===== src/hdl/lfp_params.svh =====
// Constants for the laser front-panel state controller.
`ifndef LFP_PARAMS_SVH
`define LFP_PARAMS_SVH

`define LFP_CLK_HZ          40000000
`define LFP_WARMUP_S        90
`define LFP_BOOT_S          15
`define LFP_BLINK_HALF_MS   250
`define LFP_BLINK_CYC       ((`LFP_CLK_HZ / 1000) * `LFP_BLINK_HALF_MS)
`define LFP_MENU_ITEMS      4
`define LFP_REP_MIN         8'h14
`define LFP_REP_MAX         8'hff
`define LFP_REP_RST         8'h64
`define LFP_CUR_MAX         8'hff
`define LFP_CUR_RST         8'h80
`define LFP_ADDR_CTRL       12'h000
`define LFP_ADDR_STATUS     12'h004
`define LFP_ADDR_MENU       12'h008
`define LFP_ADDR_PARAM      12'h00c
`define LFP_CTRL_DIODE_ON   0
`define LFP_CTRL_STANDBY    1
`define LFP_CTRL_PULSE      2
`define LFP_CTRL_CONT       3
`define LFP_CTRL_FLT_CLR    4

`endif


===== src/hdl/lfp_pkg.sv =====
// Types shared by the laser front-panel state controller.
package lfp_pkg;
    typedef enum logic [1:0] {
        LFP_STANDBY,
        LFP_CONTINUOUS,
        LFP_PULSED
    } lfp_mode_e;

    typedef enum logic [1:0] {
        LFP_MENU_STATUS,
        LFP_MENU_REPRATE,
        LFP_MENU_CURRENT,
        LFP_MENU_FAULT
    } lfp_menu_e;
endpackage


===== src/hdl/lfp_sync.sv =====
// Two-flop synchroniser with rising-edge pulse for one input pin.
`timescale 1ns/1ps
`default_nettype none
module lfp_sync (
    input  wire logic clk,
    input  wire logic resetn,
    input  wire logic din,
    output logic      level,
    output logic      rise
);
    logic meta_q;
    logic sync_q;
    logic last_q;
    logic meta_d;
    logic sync_d;
    logic last_d;

    always_comb begin
        meta_d = din;
        sync_d = meta_q;
        last_d = sync_q;
    end

    always_ff @(posedge clk or negedge resetn) begin
        if (!resetn) begin
            meta_q <= 1'b0;
            sync_q <= 1'b0;
            last_q <= 1'b0;
        end else begin
            meta_q <= meta_d;
            sync_q <= sync_d;
            last_q <= last_d;
        end
    end

    assign level = sync_q;
    assign rise  = sync_q & ~last_q;
endmodule
`default_nettype wire


===== src/hdl/lfp_ctrl.sv =====
// Front-panel state controller of a pulsed laser power supply.
//
// The register offsets and the APB slave port were chosen for this implementation.
`timescale 1ns/1ps
`default_nettype none
`include "lfp_params.svh"
module lfp_ctrl
    import lfp_pkg::*;
#(
    parameter int unsigned SEC_CYC = `LFP_CLK_HZ
) (
    input  wire logic        clk,
    input  wire logic        resetn,
    input  wire logic        btn_on,
    input  wire logic        diode_off_button,
    input  wire logic        pulse_toggle_button,
    input  wire logic        btn_menu,
    input  wire logic        btn_up,
    input  wire logic        btn_down,
    input  wire logic        remote_start_n,
    input  wire logic        remote_sel_n,
    input  wire logic        safety_loop_open,
    input  wire logic        fault_persist,
    input  wire logic        fault_transient,
    input  wire logic        psel,
    input  wire logic        penable,
    input  wire logic        pwrite,
    input  wire logic [11:0] paddr,
    input  wire logic [31:0] pwdata,
    output logic [31:0]      prdata,
    output logic             pready,
    output logic             pslverr,
    output logic             diode_en,
    output logic             qswitch_en,
    output logic             ready_led,
    output logic             enable_led,
    output logic             emission_led,
    output logic             safety_loop_indicator,
    output logic             fault_led,
    output logic             fault_out,
    output logic [1:0]       menu_sel,
    output logic [7:0]       rep_rate,
    output logic [7:0]       diode_current
);
    localparam int unsigned WARM_CYC = `LFP_WARMUP_S * SEC_CYC;
    localparam int unsigned BOOT_CYC = `LFP_BOOT_S * SEC_CYC;

    ////////////////////////////////////////////////////////////////////////
    // Input synchronisers; every pin passes two flops first.

    logic [10:0] pin_raw;
    logic [10:0] pin_lvl;
    logic [10:0] pin_rise;

    assign pin_raw = {fault_transient, fault_persist, safety_loop_open,
                      ~remote_sel_n, ~remote_start_n, btn_down, btn_up,
                      btn_menu, pulse_toggle_button, diode_off_button,
                      btn_on};

    genvar gi;
    generate
        for (gi = 0; gi < 11; gi++) begin : g_sync
            lfp_sync u_sync (
                .clk    (clk),
                .resetn (resetn),
                .din    (pin_raw[gi]),
                .level  (pin_lvl[gi]),
                .rise   (pin_rise[gi])
            );
        end
    endgenerate

    logic remote_mode;
    logic panel_ok;
    logic p_on;
    logic p_off;
    logic p_tog;
    logic p_menu;
    logic p_up;
    logic p_down;
    logic r_start;
    logic r_stop;
    logic flt_now;
    lfp_mode_e mode_q, mode_d;

    // Remote select is inverted before its synchroniser so that the
    // cleared flops after reset read as panel mode, its idle level.
    // remote locks panel
    assign remote_mode = pin_lvl[7];
    assign panel_ok    = ~remote_mode;
    assign p_on        = pin_rise[0] & panel_ok;
    assign p_off       = pin_rise[1] & panel_ok;
    assign p_tog       = pin_rise[2] & panel_ok;
    assign p_menu      = pin_rise[3] & panel_ok;
    assign p_up        = pin_rise[4] & panel_ok;
    assign p_down      = pin_rise[5] & panel_ok;
    assign r_start     = pin_rise[6] & remote_mode;
    assign r_stop      = ~pin_lvl[6] & remote_mode & (mode_q != LFP_STANDBY);
    assign flt_now     = pin_lvl[9] | pin_lvl[10];

    ////////////////////////////////////////////////////////////////////////
    // APB register access; zero wait states.

    logic       wr_acc;
    logic [4:0] ctrl_wr;

    assign wr_acc  = psel & penable & pwrite;
    assign pready  = 1'b1;
    assign pslverr = 1'b0;

    always_comb begin
        ctrl_wr = 5'h00;
        if (wr_acc && paddr == `LFP_ADDR_CTRL) begin
            ctrl_wr = pwdata[4:0];
        end
    end

    logic any_btn;
    logic s_on;
    logic s_off;
    logic s_pul;
    logic s_cont;
    logic s_clr;

    assign any_btn = |pin_rise[5:0] | remote_mode;
    assign s_on    = ctrl_wr[`LFP_CTRL_DIODE_ON] & ~any_btn;
    assign s_off   = ctrl_wr[`LFP_CTRL_STANDBY] & ~any_btn;
    assign s_pul   = ctrl_wr[`LFP_CTRL_PULSE] & ~any_btn;
    assign s_cont  = ctrl_wr[`LFP_CTRL_CONT] & ~any_btn;
    assign s_clr   = ctrl_wr[`LFP_CTRL_FLT_CLR] & ~any_btn;

    ////////////////////////////////////////////////////////////////////////
    // Laser mode, fault latch and timers.

    logic        fault_q, fault_d;
    logic [31:0] warm_q, warm_d;
    logic [31:0] boot_q, boot_d;
    logic [31:0] blink_q, blink_d;
    logic        blink_ph_q, blink_ph_d;
    logic        go_on;
    logic        go_off;
    logic        clr_flt;

    assign go_on   = p_on | r_start | s_on;
    assign go_off  = p_off | r_stop | s_off;
    assign clr_flt = p_off | r_start | s_clr | s_off;

    always_comb begin
        mode_d     = mode_q;
        fault_d    = fault_q;
        warm_d     = warm_q;
        boot_d     = boot_q;
        blink_d    = blink_q;
        blink_ph_d = blink_ph_q;
        if (blink_q == `LFP_BLINK_CYC - 1) begin
            blink_d    = 32'h0;
            blink_ph_d = ~blink_ph_q;
        end else begin
            blink_d = blink_q + 32'h1;
        end
        if (boot_q != 32'h0) begin
            boot_d = boot_q - 32'h1;
        end
        if (warm_q != 32'h0) begin
            warm_d = warm_q - 32'h1;
        end
        if (clr_flt && !pin_lvl[9]) begin
            fault_d = 1'b0;
        end
        if (flt_now) begin
            fault_d = 1'b1;
        end
        case (mode_q)
            LFP_STANDBY: begin
                if (go_on && !fault_d) begin
                    mode_d = LFP_CONTINUOUS;
                    warm_d = WARM_CYC;
                end
            end
            LFP_CONTINUOUS: begin
                if (p_tog || s_pul) begin
                    mode_d = LFP_PULSED;
                end
            end
            LFP_PULSED: begin
                if (p_tog || s_cont) begin
                    mode_d = LFP_CONTINUOUS;
                end
            end
            default: mode_d = LFP_STANDBY;
        endcase
        if (go_off) begin
            mode_d = LFP_STANDBY;
        end
        if (fault_d) begin
            mode_d = LFP_STANDBY;
        end
        if (mode_d == LFP_STANDBY) begin
            warm_d = 32'h0;
        end
    end

    always_ff @(posedge clk or negedge resetn) begin
        if (!resetn) begin
            mode_q     <= LFP_STANDBY;
            fault_q    <= 1'b0;
            warm_q     <= 32'h0;
            boot_q     <= BOOT_CYC;
            blink_q    <= 32'h0;
            blink_ph_q <= 1'b0;
        end else begin
            mode_q     <= mode_d;
            fault_q    <= fault_d;
            warm_q     <= warm_d;
            boot_q     <= boot_d;
            blink_q    <= blink_d;
            blink_ph_q <= blink_ph_d;
        end
    end

    ////////////////////////////////////////////////////////////////////////
    // Menu selection and parameters.

    function automatic logic [7:0] step(input logic [7:0] v,
                                        input logic       up,
                                        input logic       dn,
                                        input logic [7:0] lo,
                                        input logic [7:0] hi);
        logic [7:0] r;
        r = v;
        if (up && v < hi) begin
            r = v + 8'h01;
        end else if (dn && v > lo) begin
            r = v - 8'h01;
        end
        return r;
    endfunction

    lfp_menu_e  menu_q, menu_d;
    logic [7:0] rep_q, rep_d;
    logic [7:0] cur_q, cur_d;

    always_comb begin
        menu_d = menu_q;
        rep_d  = rep_q;
        cur_d  = cur_q;
        if (p_menu) begin
            menu_d = lfp_menu_e'(2'(menu_q + 2'h1));
        end
        if (go_on || go_off || s_cont) begin
            menu_d = LFP_MENU_STATUS;
        end
        if (mode_d == LFP_PULSED && mode_q != LFP_PULSED) begin
            menu_d = LFP_MENU_REPRATE;
        end
        if (fault_d && !fault_q) begin
            menu_d = LFP_MENU_FAULT;
        end
        case (menu_q)
            LFP_MENU_REPRATE: rep_d = step(rep_q, p_up, p_down,
                                           `LFP_REP_MIN, `LFP_REP_MAX);
            LFP_MENU_CURRENT: cur_d = step(cur_q, p_up, p_down,
                                           8'h00, `LFP_CUR_MAX);
            default: ;
        endcase
        if (wr_acc && paddr == `LFP_ADDR_MENU) begin
            menu_d = lfp_menu_e'(pwdata[1:0]);
        end
        if (wr_acc && paddr == `LFP_ADDR_PARAM && !any_btn) begin
            if (pwdata[7:0] >= `LFP_REP_MIN) begin
                rep_d = pwdata[7:0];
            end
            cur_d = pwdata[15:8];
        end
    end

    always_ff @(posedge clk or negedge resetn) begin
        if (!resetn) begin
            menu_q <= LFP_MENU_STATUS;
            rep_q  <= `LFP_REP_RST;
            cur_q  <= `LFP_CUR_RST;
        end else begin
            menu_q <= menu_d;
            rep_q  <= rep_d;
            cur_q  <= cur_d;
        end
    end

    ////////////////////////////////////////////////////////////////////////
    // Indicators and read data.

    logic diode_on;
    logic booting;

    assign diode_on = mode_q != LFP_STANDBY;
    assign booting  = boot_q != 32'h0;

    logic [31:0] rd_d, rd_q;

    always_comb begin
        case (paddr)
            `LFP_ADDR_CTRL:   rd_d = 32'h0;
            `LFP_ADDR_STATUS: rd_d = {24'h0, 2'h0, booting, warm_q != 32'h0,
                                      fault_q, pin_lvl[8], mode_q};
            `LFP_ADDR_MENU:   rd_d = {30'h0, menu_q};
            `LFP_ADDR_PARAM:  rd_d = {16'h0, cur_q, rep_q};
            default:          rd_d = 32'h0;
        endcase
    end

    always_ff @(posedge clk or negedge resetn) begin
        if (!resetn) begin
            rd_q <= 32'h0;
        end else begin
            rd_q <= rd_d;
        end
    end

    assign prdata = rd_q;

    assign diode_en     = diode_on;
    assign emission_led = diode_on;
    assign qswitch_en   = mode_q == LFP_PULSED;
    assign enable_led   = mode_q == LFP_PULSED;
    assign ready_led    = diode_on & ((warm_q == 32'h0) | blink_ph_q);
    assign safety_loop_indicator = booting ? blink_ph_q : pin_lvl[8];
    assign fault_led    = fault_q;
    assign fault_out    = fault_q;
    assign menu_sel     = menu_q;
    assign rep_rate     = rep_q;
    assign diode_current = cur_q;
endmodule
`default_nettype wire


===== config.mk =====
export PLATFORM = sky130hd
export DESIGN_NAME = lfp_ctrl
export DESIGN_NICKNAME = d
export VERILOG_FILES = /design/src/hdl/lfp_pkg.sv /design/src/hdl/lfp_sync.sv /design/src/hdl/lfp_ctrl.sv
export VERILOG_INCLUDE_DIRS = /design/src /design/src/hdl
export SDC_FILE = /design/constraint.sdc
export NUM_CORES = 1
export LEC_CHECK = 0
export ABC_AREA = 1
export BUFFER_PORTS_ARGS = -buffer_cell sky130_fd_sc_hd__buf_2
export CORE_MARGIN = 8
export CORE_UTILIZATION = 59
export DETAILED_ROUTE_END_ITERATION = 16
export GPL_TIMING_DRIVEN = 0
export PLACE_DENSITY_LB_ADDON = 0.1
export SLEW_MARGIN = 10
export SYNTH_ARGS = -nofsm -noshare
export SYNTH_HDL_FRONTEND = slang
export SYNTH_SLANG_ARGS = --single-unit

===== constraint.sdc =====
create_clock -name clk -period 2.8 [get_ports clk]
set_input_delay 0.14 -clock clk [delete_from_list [all_inputs] [get_ports clk]]
set_output_delay 0.14 -clock clk [all_outputs]
set_load 0.03 [all_outputs]

==> results of run 1 <==
==> worst paths after layout <==
path	startpoint	to	slack, ns	cells after the start
min in group asynchronous	resetn	boot_q[8]	0.23	2
max	warm_q[21]	ready_led	0.20	9
max reg2reg	diode_current[7]	diode_current[5]	0.35	11
min reg2reg	g_sync[2].u_sync.meta_q	g_sync[2].u_sync.level	0.35	0
min	pwdata[10]	diode_current[2]	0.008	3
max in group asynchronous	resetn	rep_rate[2]	1.73	3
==> stage by stage <==
| step | std cells | total power, mW | setup TNS, ns | util |
|---|---|---|---|---|
| global placement | 1545 | 4.14 | -119.71 | 0.652 |
| CTS | 1600 | 6.54 | 0 | 0.706 |
| finish | 1600 | 6.52 | 0 | 0.707 |
| floorplan | 1244 | 3.73 | 0 | - |
| global route | 1600 | 6.85 | 0 | 0.707 |
| detailed placement | 1546 | 4.17 | -0.531 | 0.655 |
==> area by class of cell <==
type | instances | area share
Clock inverter | 15 | 0.0151
Timing Repair Buffer | 108 | 0.0608
Multi-Input combinational cell | 851 | 0.409
Tap cell | 216 | 0.0241
Clock buffer | 17 | 0.0379
Buffer | 40 | 0.0244
Sequential cell | 163 | 0.365
Inverter | 190 | 0.0635
==> layer usage <==
layer / track usage / share of wire / vias to the layer above
met3: 0.0511 / 0.054 / 41
met2: 0.399 / 0.48 / 238
met1: 0.313 / 0.44 / 3994
met5: 0 / 0 / -
met4: 0.0758 / 0.019 / 0
li1: - / - / 4206
==> state kept, by name, summed over array words and instances (netlist names) <==
| register | cells |
|---|---|
| boot_q | 32 |
| warm_q | 32 |
| g_sync.u_sync.level | 11 |
| g_sync.u_sync.meta_q | 11 |
| mode_q | 2 |
| diode_current | 8 |
| rep_rate | 8 |
| blink_q | 32 |
| prdata | 16 |
| menu_sel | 2 |
| g_sync.u_sync.last_q | 7 |
| blink_ph_q | 1 |
| fault_led | 1 |
==> where the power goes <==
group / internal, mW / total (mW) / switching (mW)
clock network: 1.27 / 2.34 / 1.07
logic: 0.508 / 1.49 / 0.980
registers: 2.51 / 2.69 / 0.177
==> cell usage after synthesis (3+ instances only) <==
master and n:
sky130_fd_sc_hd__ha_1 15, sky130_fd_sc_hd__xor2_1 60, sky130_fd_sc_hd__nand4_1 39, sky130_fd_sc_hd__buf_4 24, sky130_fd_sc_hd__o21ai_0 49, sky130_fd_sc_hd__nor4_1 13
sky130_fd_sc_hd__nor2_1 206, sky130_fd_sc_hd__clkbuf_1 6, sky130_fd_sc_hd__a21oi_1 58, sky130_fd_sc_hd__nand3b_1 3, sky130_fd_sc_hd__nand2_1 174, sky130_fd_sc_hd__o21ai_1 7
sky130_fd_sc_hd__inv_1 178, sky130_fd_sc_hd__nand3_1 58, sky130_fd_sc_hd__o221ai_1 3, sky130_fd_sc_hd__o211ai_1 6, sky130_fd_sc_hd__or3_1 3, sky130_fd_sc_hd__nor2_2 16
sky130_fd_sc_hd__xnor2_1 3, sky130_fd_sc_hd__o22ai_1 10, sky130_fd_sc_hd__o21bai_1 3, sky130_fd_sc_hd__inv_2 11, sky130_fd_sc_hd__dfrtp_1 149, sky130_fd_sc_hd__nor3_1 31
sky130_fd_sc_hd__a21oi_2 14, sky130_fd_sc_hd__or2_2 8, sky130_fd_sc_hd__buf_2 7, sky130_fd_sc_hd__buf_6 3, sky130_fd_sc_hd__nand3_2 7, sky130_fd_sc_hd__nand2_2 11
sky130_fd_sc_hd__dfstp_2 14, sky130_fd_sc_hd__a22oi_1 4, sky130_fd_sc_hd__nor2_4 10
==> logic make-up after synthesis <==
logic type / share of synthesized area
simple gates: 0.289
buf+inv: 0.102
compound gates: 0.102
flops: 0.426
xor+xnor: 0.0574
fa+ha+maj: 0.0216
other cells: 0.000782
==> worst max-delay path: cells and delay by family, from the launching register on <==
family,cells,cell delay [ns]
buffers and inverters,2,0.51
DFF,1,0.43
and+or+nand+nor,7,1.09
==> timing repair <==
item / 4_1_cts / 5_1_grt
cloned: 0 / 0
hold buffers: 22 / 0
resized for setup: 1 / 4
setup endpoints to repair: 5 / 4
endpoints found under the hold margin: 82 / 0
==> impl_metrics.ini, run 1 <==
[setup_path]
cp_cell_instances = nor2_1 > nand2_1 > nor2_1 > nand4_1 > nor2_2 > clkbuf_4 > nor2_1 > nor2_1 > buf_2
critical_path_class = reg -> out
setup_crit_end_kind = output port
worst-endpoint-arrival_ns = 2.46
start_kind = register
critPathMaxStageDelay_ns = 0.43
path_common_cell = sky130_fd_sc_hd__nor2_1
critical_path.max_fanout = 10
crit_path_top_delay_cell = sky130_fd_sc_hd__dfrtp_1
cp_data_required_time_ns = 2.66

[sta]
tightest_slew_ns = 0.749
timing_hold_violations_final = 0
report.final.setup_viol = 0
maximum_frequency_from_static_timing_analysis_mhz = 385
setup_ws_ns = 0.202
grt_setup_unrepaired = false
final.min_clock_period_ns = 2.60
maxSlewViolCount = 0
setup_skew_ns = 0.0111
maxSlewHeadroom = 0.497
period_share = 0.928
finalHoldWorstSlack_ns = 0.00770

[layout]
antenna_cells_inserted = 0
layout-area-overhead-vs-synth_pct = 16.9
multi_input_area_um2 = 4600
nets = 1447
regArea_um2 = 4100
layout-drive-gt1-share = 0.186
n_fill_cell = 1362
layout_commonest_cell = sky130_fd_sc_hd__nor2_1
final_cell_mix = 205 x sky130_fd_sc_hd__nor2_1, 178 x sky130_fd_sc_hd__inv_1, 174 x sky130_fd_sc_hd__nand2_1
finalInstanceArea_um2 = 11200

[die]
floorplan.io_pins = 120
floorplan.core_area_um2 = 15900
die_width_um = 144
std_cell_rows = 46
design.die.area_um2 = 20600
floorplan.die.height_um = 144
start_util = 0.605

[logic_synthesis]
synth.lib_cells_used.distinct = 55
synth_top_area_cell = sky130_fd_sc_hd__dfrtp_1
post_synth_main_area_contributors = sky130_fd_sc_hd__dfrtp_1 39%, sky130_fd_sc_hd__nor2_1 8.0%, sky130_fd_sc_hd__inv_1 7.0%
postSynthAreaPerCell_um2 = 7.82
postSynth.topFlopCell = sky130_fd_sc_hd__dfrtp_1
share_of_the_synthesized_area_in_the_top_cell_type = 0.388
yosys_synthesis_warning_count = 0
synth_edf_count = 0
postSynthRegisterBits = 163
synth.cell_area_um2 = 9610
synth.yosys.seq_area_share = 0.426
synth_async_sr_flop_share = 1.00
gate_count_after_technology_mapping = 1228

[drt]
wire_per_inst_um = 14.8
routed_via_density = 5.30
antenna_left = 0
vias = 8479
totalWireLength_um = 23600
drt_iter0_markers = 609
drt-pass1-iter-count = 5
drc_errors = 0

[hold_path]
min-delay-path-class = in -> reg

[power_and_ir_drop]
leakage_power_of_the_design_nw = 6.25
irDropWorstVdd_mv = 0.501
power_density_over_the_cells_nw_per_um2 = 580

[place]
io_buffers = 85
final_replace_weighted_congestion = 0.959
placed_cell_area_um2 = 10400
dp.final_hpwl_um = 17700
placement.setup.worst_slack_ns = -0.214

[run]
max_cap_violations = 0

[global_routing]
grt_overflow = 0
grt_antenna_before_repair = 0
first_global_vias = 8348
maximum_number_of_pins_on_one_net_before_global_route_repair = 103
grt.total_usage = 0.242
grt_pass1_wl_um = 39600

[clock_network]
clock_latency_ns = 0.44
clockBufferDepth = 2
cts.sinks = 163
clock_transition_at_the_registers_of_the_reported_paths_ns = 0.07
cts_post_setup_buffers_inserted = 0
cts_root_buffer = sky130_fd_sc_hd__clkbuf_16
clock_tree_from_tritoncts = done
cts_inserted_buffers = 17
cts.htree.levels = 4

[status]
outcome = completed
No activity file was read; power rests on OpenSTA's default activity.
==> run 2, diff against run 1 <==
--- a/config.mk
+++ b/config.mk
@@ -8,8 +8,10 @@
 export LEC_CHECK = 0
 export ABC_AREA = 1
 export BUFFER_PORTS_ARGS = -buffer_cell sky130_fd_sc_hd__buf_2
+export CELL_PAD_IN_SITES_DETAIL_PLACEMENT = 0
+export CELL_PAD_IN_SITES_GLOBAL_PLACEMENT = 2
 export CORE_MARGIN = 8
-export CORE_UTILIZATION = 59
+export CORE_UTILIZATION = 34
 export DETAILED_ROUTE_END_ITERATION = 16
 export GPL_TIMING_DRIVEN = 0
 export PLACE_DENSITY_LB_ADDON = 0.1
==> run 2 against run 1 <==
  * Power rose by 1.9%
  * Clock power rose by 5%
  * Worst setup slack improved by 0.050 ns
  * Non-clock buffer count rose by 1
  * Final cell count rose by 10%
  * Flip-flop and latch count did not move
  * Count of clock-buffer cells in the layout rose by 4
  * Clock skew rose by 0.0050 ns
  * Sequential power barely moved
  * Global-route usage fell by 7.4 points
  * Maximum frequency rose by 2.0%
==> impl_metrics.ini, run 2 (same netlist as run 1, synthesis figures left out) <==
[status]
outcome = completed

[drt]
route.top_layer_used = met4
drt-pass1-iter-count = 4
routed_via_density = 4.63
dr_wl_met2_um = 12200
route.met3.wl_um = 932
wire_per_inst_um = 15.3
wirelength_met1_um = 13400
antenna_left = 0
drt_iter0_markers = 485
drc_errors = 0
totalWireLength_um = 27000
vias = 8167

[die]
floorplan.io_pins = 120
std_cell_rows = 61
die_width_um = 184
floorplan.die.height_um = 184
floorplan.core_area_um2 = 27800
start_util = 0.346
design.die.area_um2 = 33900

[setup_path]
critical_path.max_fanout = 10
start_kind = register
cp_data_required_time_ns = 2.66
setup_crit_end_kind = output port
critical_path_class = reg -> out
worst-endpoint-arrival_ns = 2.41

[sta]
maxSlewViolCount = 0
setup_ws_ns = 0.252
tightest_slew_ns = 0.863
final.min_clock_period_ns = 2.55
setup_skew_ns = 0.0161
grt_setup_unrepaired = false
maximum_frequency_from_static_timing_analysis_mhz = 393
timing_hold_violations_final = 0
report.final.setup_viol = 0
maxSlewHeadroom = 0.419
period_share = 0.910

[layout]
n_fill_cell = 2984
antenna_cells_inserted = 0
final_cell_count_no_fill = 1763
regArea_um2 = 4100
layout-drive-gt1-share = 0.186
multi_input_area_um2 = 4600
final_cell_mix = 204 x sky130_fd_sc_hd__nor2_1, 178 x sky130_fd_sc_hd__inv_1, 174 x sky130_fd_sc_hd__nand2_1
nets = 1448
biggestRegsByFlops = blink_q: 32 flops, boot_q: 32 flops, warm_q: 32 flops
layout-area-overhead-vs-synth_pct = 19.3
layout_commonest_cell = sky130_fd_sc_hd__nor2_1

[clock_network]
clock_transition_at_the_registers_of_the_reported_paths_ns = 0.07
cts.htree.levels = 4
cts.sinks = 163
cts_post_setup_buffers_inserted = 0
cts_inserted_buffers = 17
clock_latency_ns = 0.44
cts_root_buffer = sky130_fd_sc_hd__clkbuf_16
clock_tree_from_tritoncts = done
clockBufferDepth = 2

[power_and_ir_drop]
sw_frac_of_total = 0.334
power_density_over_the_cells_nw_per_um2 = 580
clockPowerShare = 0.369
internal_power_mw = 4.43
pwr-share-comb = 0.224
switchingPower_mw = 2.22
irDropWorstVdd_mv = 0.386
leakage_power_of_the_design_nw = 6.26
power.sequential.fraction = 0.407
total_power_mw = 6.65

[place]
io_buffers = 85
post-place-cells = 1708
final_replace_weighted_congestion = 0.853
placement.setup.worst_slack_ns = -0.291
dp.final_hpwl_um = 20700

[run]
max_cap_violations = 0

[global_routing]
first_global_vias = 8514
grt.total_usage = 0.168
grt_pass1_wl_um = 45100
grt_overflow = 0
grt_antenna_before_repair = 0
maximum_number_of_pins_on_one_net_before_global_route_repair = 86

[hold_path]
min-delay-path-class = in -> reg
-- run 2: through the flow --
step | utilization | hold WS (ns) | instance area (um^2) | setup TNS (ns)
6_report | 0.413 | 0.0232 | 11500 | 0
5_1_grt | 0.413 | 0.0259 | 11500 | 0
4_1_cts | 0.412 | 0.00873 | 11400 | 0
3_5_place_dp | 0.382 | 0.172 | 10600 | -0.840
3_3_place_gp | 0.380 | 0.248 | 10600 | -173.91
2_1_floorplan | - | -0.156 | 9670 | 0
-- run 2: final timing paths --
check | to | cells past startpoint | slack [ns] | startpoint
setup / recovery | ready_led | 9 | 0.25 | warm_q[21]
hold / removal | diode_current[7] | 3 | 0.02 | pwdata[15]
setup reg to reg | diode_current[5] | 11 | 0.26 | diode_current[7]
hold reg to reg | g_sync[8].u_sync.level | 0 | 0.35 | g_sync[8].u_sync.meta_q
max in group asynchronous | warm_q[27] | 3 | 1.67 | resetn
min in group asynchronous | boot_q[13] | 2 | 0.27 | resetn
-- run 2: power groups by stage --
stage / Combinational (mW) / Sequential (mW) / Clock [mW]
floorplan: 0.815 / 2.91 / 0
global placement: 1.47 / 2.75 / 0
detailed placement: 1.47 / 2.74 / 0
CTS: 1.50 / 2.70 / 2.53
global route: 1.67 / 2.73 / 2.63
finish: 1.49 / 2.70 / 2.45
-- run 2: critical path: stages (launching register included) --
cell	delay [ns]
sky130_fd_sc_hd__dfrtp_1	0.43
sky130_fd_sc_hd__nor2_1	0.20
sky130_fd_sc_hd__nand2_1	0.10
sky130_fd_sc_hd__nor2_1	0.24
sky130_fd_sc_hd__nand4_1	0.18
sky130_fd_sc_hd__nor2_4	0.17
sky130_fd_sc_hd__buf_4	0.23
sky130_fd_sc_hd__nor2_1	0.05
sky130_fd_sc_hd__nor2_1	0.15
sky130_fd_sc_hd__clkbuf_4	0.22
-- run 2: timing repair --
| action | CTS | global route |
|---|---|---|
| resized for setup | 2 | 5 |
| pin swaps | 0 | 0 |
| hold buffers | 23 | 0 |
| hold endpoints to repair | 89 | 0 |
| endpoints found under the setup margin | 6 | 4 |
-- run 2: layer usage --
metal	track usage	vias to the layer above
met2	0.268	112
li1	-	4218
met5	0	-
met4	0.0445	0
met3	0.0284	27
met1	0.231	3810
-- run 2: area by class of cell --
cell class,count,area share
tap,378,0.0413
sequential,163,0.357
clock inverter,11,0.0124
clock buffer,21,0.0410
buffer,40,0.0239
multi-input combinational,851,0.401
timing repair buffer,109,0.0607
inverter,190,0.0622
==> run 3, diff against run 2 <==
--- a/config.mk
+++ b/config.mk
@@ -15,6 +15,7 @@
 export DETAILED_ROUTE_END_ITERATION = 16
 export GPL_TIMING_DRIVEN = 0
 export PLACE_DENSITY_LB_ADDON = 0.1
+export RECOVER_POWER = 100
 export SLEW_MARGIN = 10
 export SYNTH_ARGS = -nofsm -noshare
 export SYNTH_HDL_FRONTEND = slang
==> run 3 against run 2 <==
  * The flow now finishes with violations (capacitance limit, slew limit)
  * Flip-flop and latch count stayed put
  * Die area is the same
  * Count of clock-buffer cells in the layout did not move
  * Combinational power shrank 3%
  * Utilization down 0.80 points
  * Highest routed layer unchanged
==> impl_metrics.ini, run 3 (same netlist as run 1, synthesis figures left out) <==
[layout]
nets = 1448
antenna_cells_inserted = 0
multi_input_area_um2 = 4450
layout-drive-gt1-share = 0.130
final_cell_mix = 215 x sky130_fd_sc_hd__nor2_1, 182 x sky130_fd_sc_hd__inv_1, 177 x sky130_fd_sc_hd__nand2_1
fin_util = 0.405
biggestRegsByFlops = blink_q: 32 flops, boot_q: 32 flops, warm_q: 32 flops
layout-area-overhead-vs-synth_pct = 17.0
layout_commonest_cell = sky130_fd_sc_hd__nor2_1
regArea_um2 = 4100
n_fill_cell = 3025

[clock_network]
cts_root_buffer = sky130_fd_sc_hd__clkbuf_16
clock_latency_ns = 0.44
cts_post_setup_buffers_inserted = 0
cts.htree.levels = 4
clock_transition_at_the_registers_of_the_reported_paths_ns = 0.07
clockBufferDepth = 2
cts.sinks = 163
cts_inserted_buffers = 17
clock_tree_from_tritoncts = done

[global_routing]
maximum_number_of_pins_on_one_net_before_global_route_repair = 86
grt_overflow = 0
grt_pass1_wl_um = 45100
grt_antenna_before_repair = 0
first_global_vias = 8514
grt.total_usage = 0.168

[hold_path]
min_to = diode_current[7]
min-delay-path-class = in -> reg
hold_start = pwdata[15]
holdPathStages = 3

[drt]
drc_errors = 0
routed_via_density = 4.64
wire_per_inst_um = 15.4
drt-pass1-iter-count = 4
vias = 8185
totalWireLength_um = 27100
antenna_left = 0
drt_iter0_markers = 482

[power_and_ir_drop]
leakage_power_of_the_design_nw = 6.08
power_density_over_the_cells_nw_per_um2 = 588
total_power_mw = 6.61
irDropWorstVdd_mv = 0.384

[status]
violations_in_the_final_reports = capacitance limit, slew limit
outcome = complete, but fails checks

[setup_path]
setup.reg_to_reg.worst_slack_ns = 0.26
worst_r2r_startpoint = diode_current[7]
r2r-end = diode_current[5]
critical_path.max_fanout = 10
setup_crit_end_kind = output port
cp_data_required_time_ns = 2.66
start_kind = register
critical_path_class = reg -> out
r2r_cells = 11
cp_cell_instances = nor2_1 > nand2_1 > nor2_1 > nand4_1 > nor2_4 > buf_4 > nor2_1 > nor2_1 > clkbuf_4
crit_path_top_delay_cell = sky130_fd_sc_hd__dfrtp_1
path_common_cell = sky130_fd_sc_hd__nor2_1
worst-endpoint-arrival_ns = 2.40
critPathMaxStageDelay_ns = 0.43

[sta]
timing_hold_violations_final = 0
tightest_slew_ns = 2.08
maximum_frequency_from_static_timing_analysis_mhz = 393
maxSlewViolCount = 79
period_share = 0.908
grt_setup_unrepaired = false
report.final.setup_viol = 0
maxSlewHeadroom = -0.388
final.min_clock_period_ns = 2.54
setup_skew_ns = 0.0176

[die]
std_cell_rows = 61
floorplan.die.height_um = 184
start_util = 0.346
floorplan.core_area_um2 = 27800
die_width_um = 184
floorplan.io_pins = 120
design.die.area_um2 = 33900

[place]
final_replace_weighted_congestion = 0.853
dp.final_hpwl_um = 20700
io_buffers = 85

[run]
max_cap_violations = 1
==> run 3: changes by cell type in the layout (fill, tap and decap cells not counted), sizes merged <==
cell | before | now
buf | 119 | 72
clkbuf | 28 | 75
==> run 3: worst max-delay path by stage <==
stage	from	to
after floorplan	diode_current[7]	diode_current[6]
after global placement	resetn	warm_q[21]
after detailed placement	diode_current[7]	diode_current[5]
after CTS	warm_q[11]	ready_led
after global routing	warm_q[12]	ready_led
final	warm_q[21]	ready_led
==> run 3: timing repair <==
item	4_1_cts	5_1_grt
gates resized for setup	2	5
setup endpoints to repair	6	4
hold buffers	23	0
hold endpoints to repair	89	0
==> run 3: where the power goes <==
part	total [mW]	internal (mW)	switching, mW	leakage (nW)
registers	2.71	2.51	0.197	2.11
clock network	2.45	1.41	1.04	0.298
logic	1.45	0.470	0.980	3.67
==> run 3: per-layer routing <==
metal	vias up	track usage	share of wire
met5	-	0	0
met4	0	0.0445	0.011
met3	21	0.0284	0.034
met2	124	0.268	0.45
met1	3834	0.231	0.50
li1	4206	-	-
==> run 3: metrics by stage <==
| stage | instance area, um^2 | hold WS [ns] | instances | setup TNS, ns | setup slack, ns |
|---|---|---|---|---|---|
| 2_1_floorplan | 9670 | -0.156 | 1244 | 0 | 0.113 |
| 3_3_place_gp | 10600 | 0.248 | 1707 | -173.91 | -1.16 |
| 3_5_place_dp | 10600 | 0.172 | 1708 | -0.840 | -0.291 |
| 4_1_cts | 11400 | 0.00873 | 1763 | 0 | 0.0195 |
| 5_1_grt | 11200 | 0.0259 | 1763 | 0 | 0.00297 |
| 6_report | 11200 | 0.0200 | 1763 | 0 | 0.257 |
==> run 3: area by class of cell <==
cell class | count | area share
clock buffer | 21 | 0.0418
clock inverter | 11 | 0.0127
tap | 378 | 0.0421
multi-input combinational | 851 | 0.396
buffer | 40 | 0.0235
inverter | 190 | 0.0634
sequential | 163 | 0.364
timing repair buffer | 109 | 0.0566
==> run 3: worst max-delay path: cells and delay by family, from the launching register on <==
kind,cells,cell delay [ns]
flops,1,0.43
buf+inv,2,0.44
simple gates,7,1.08
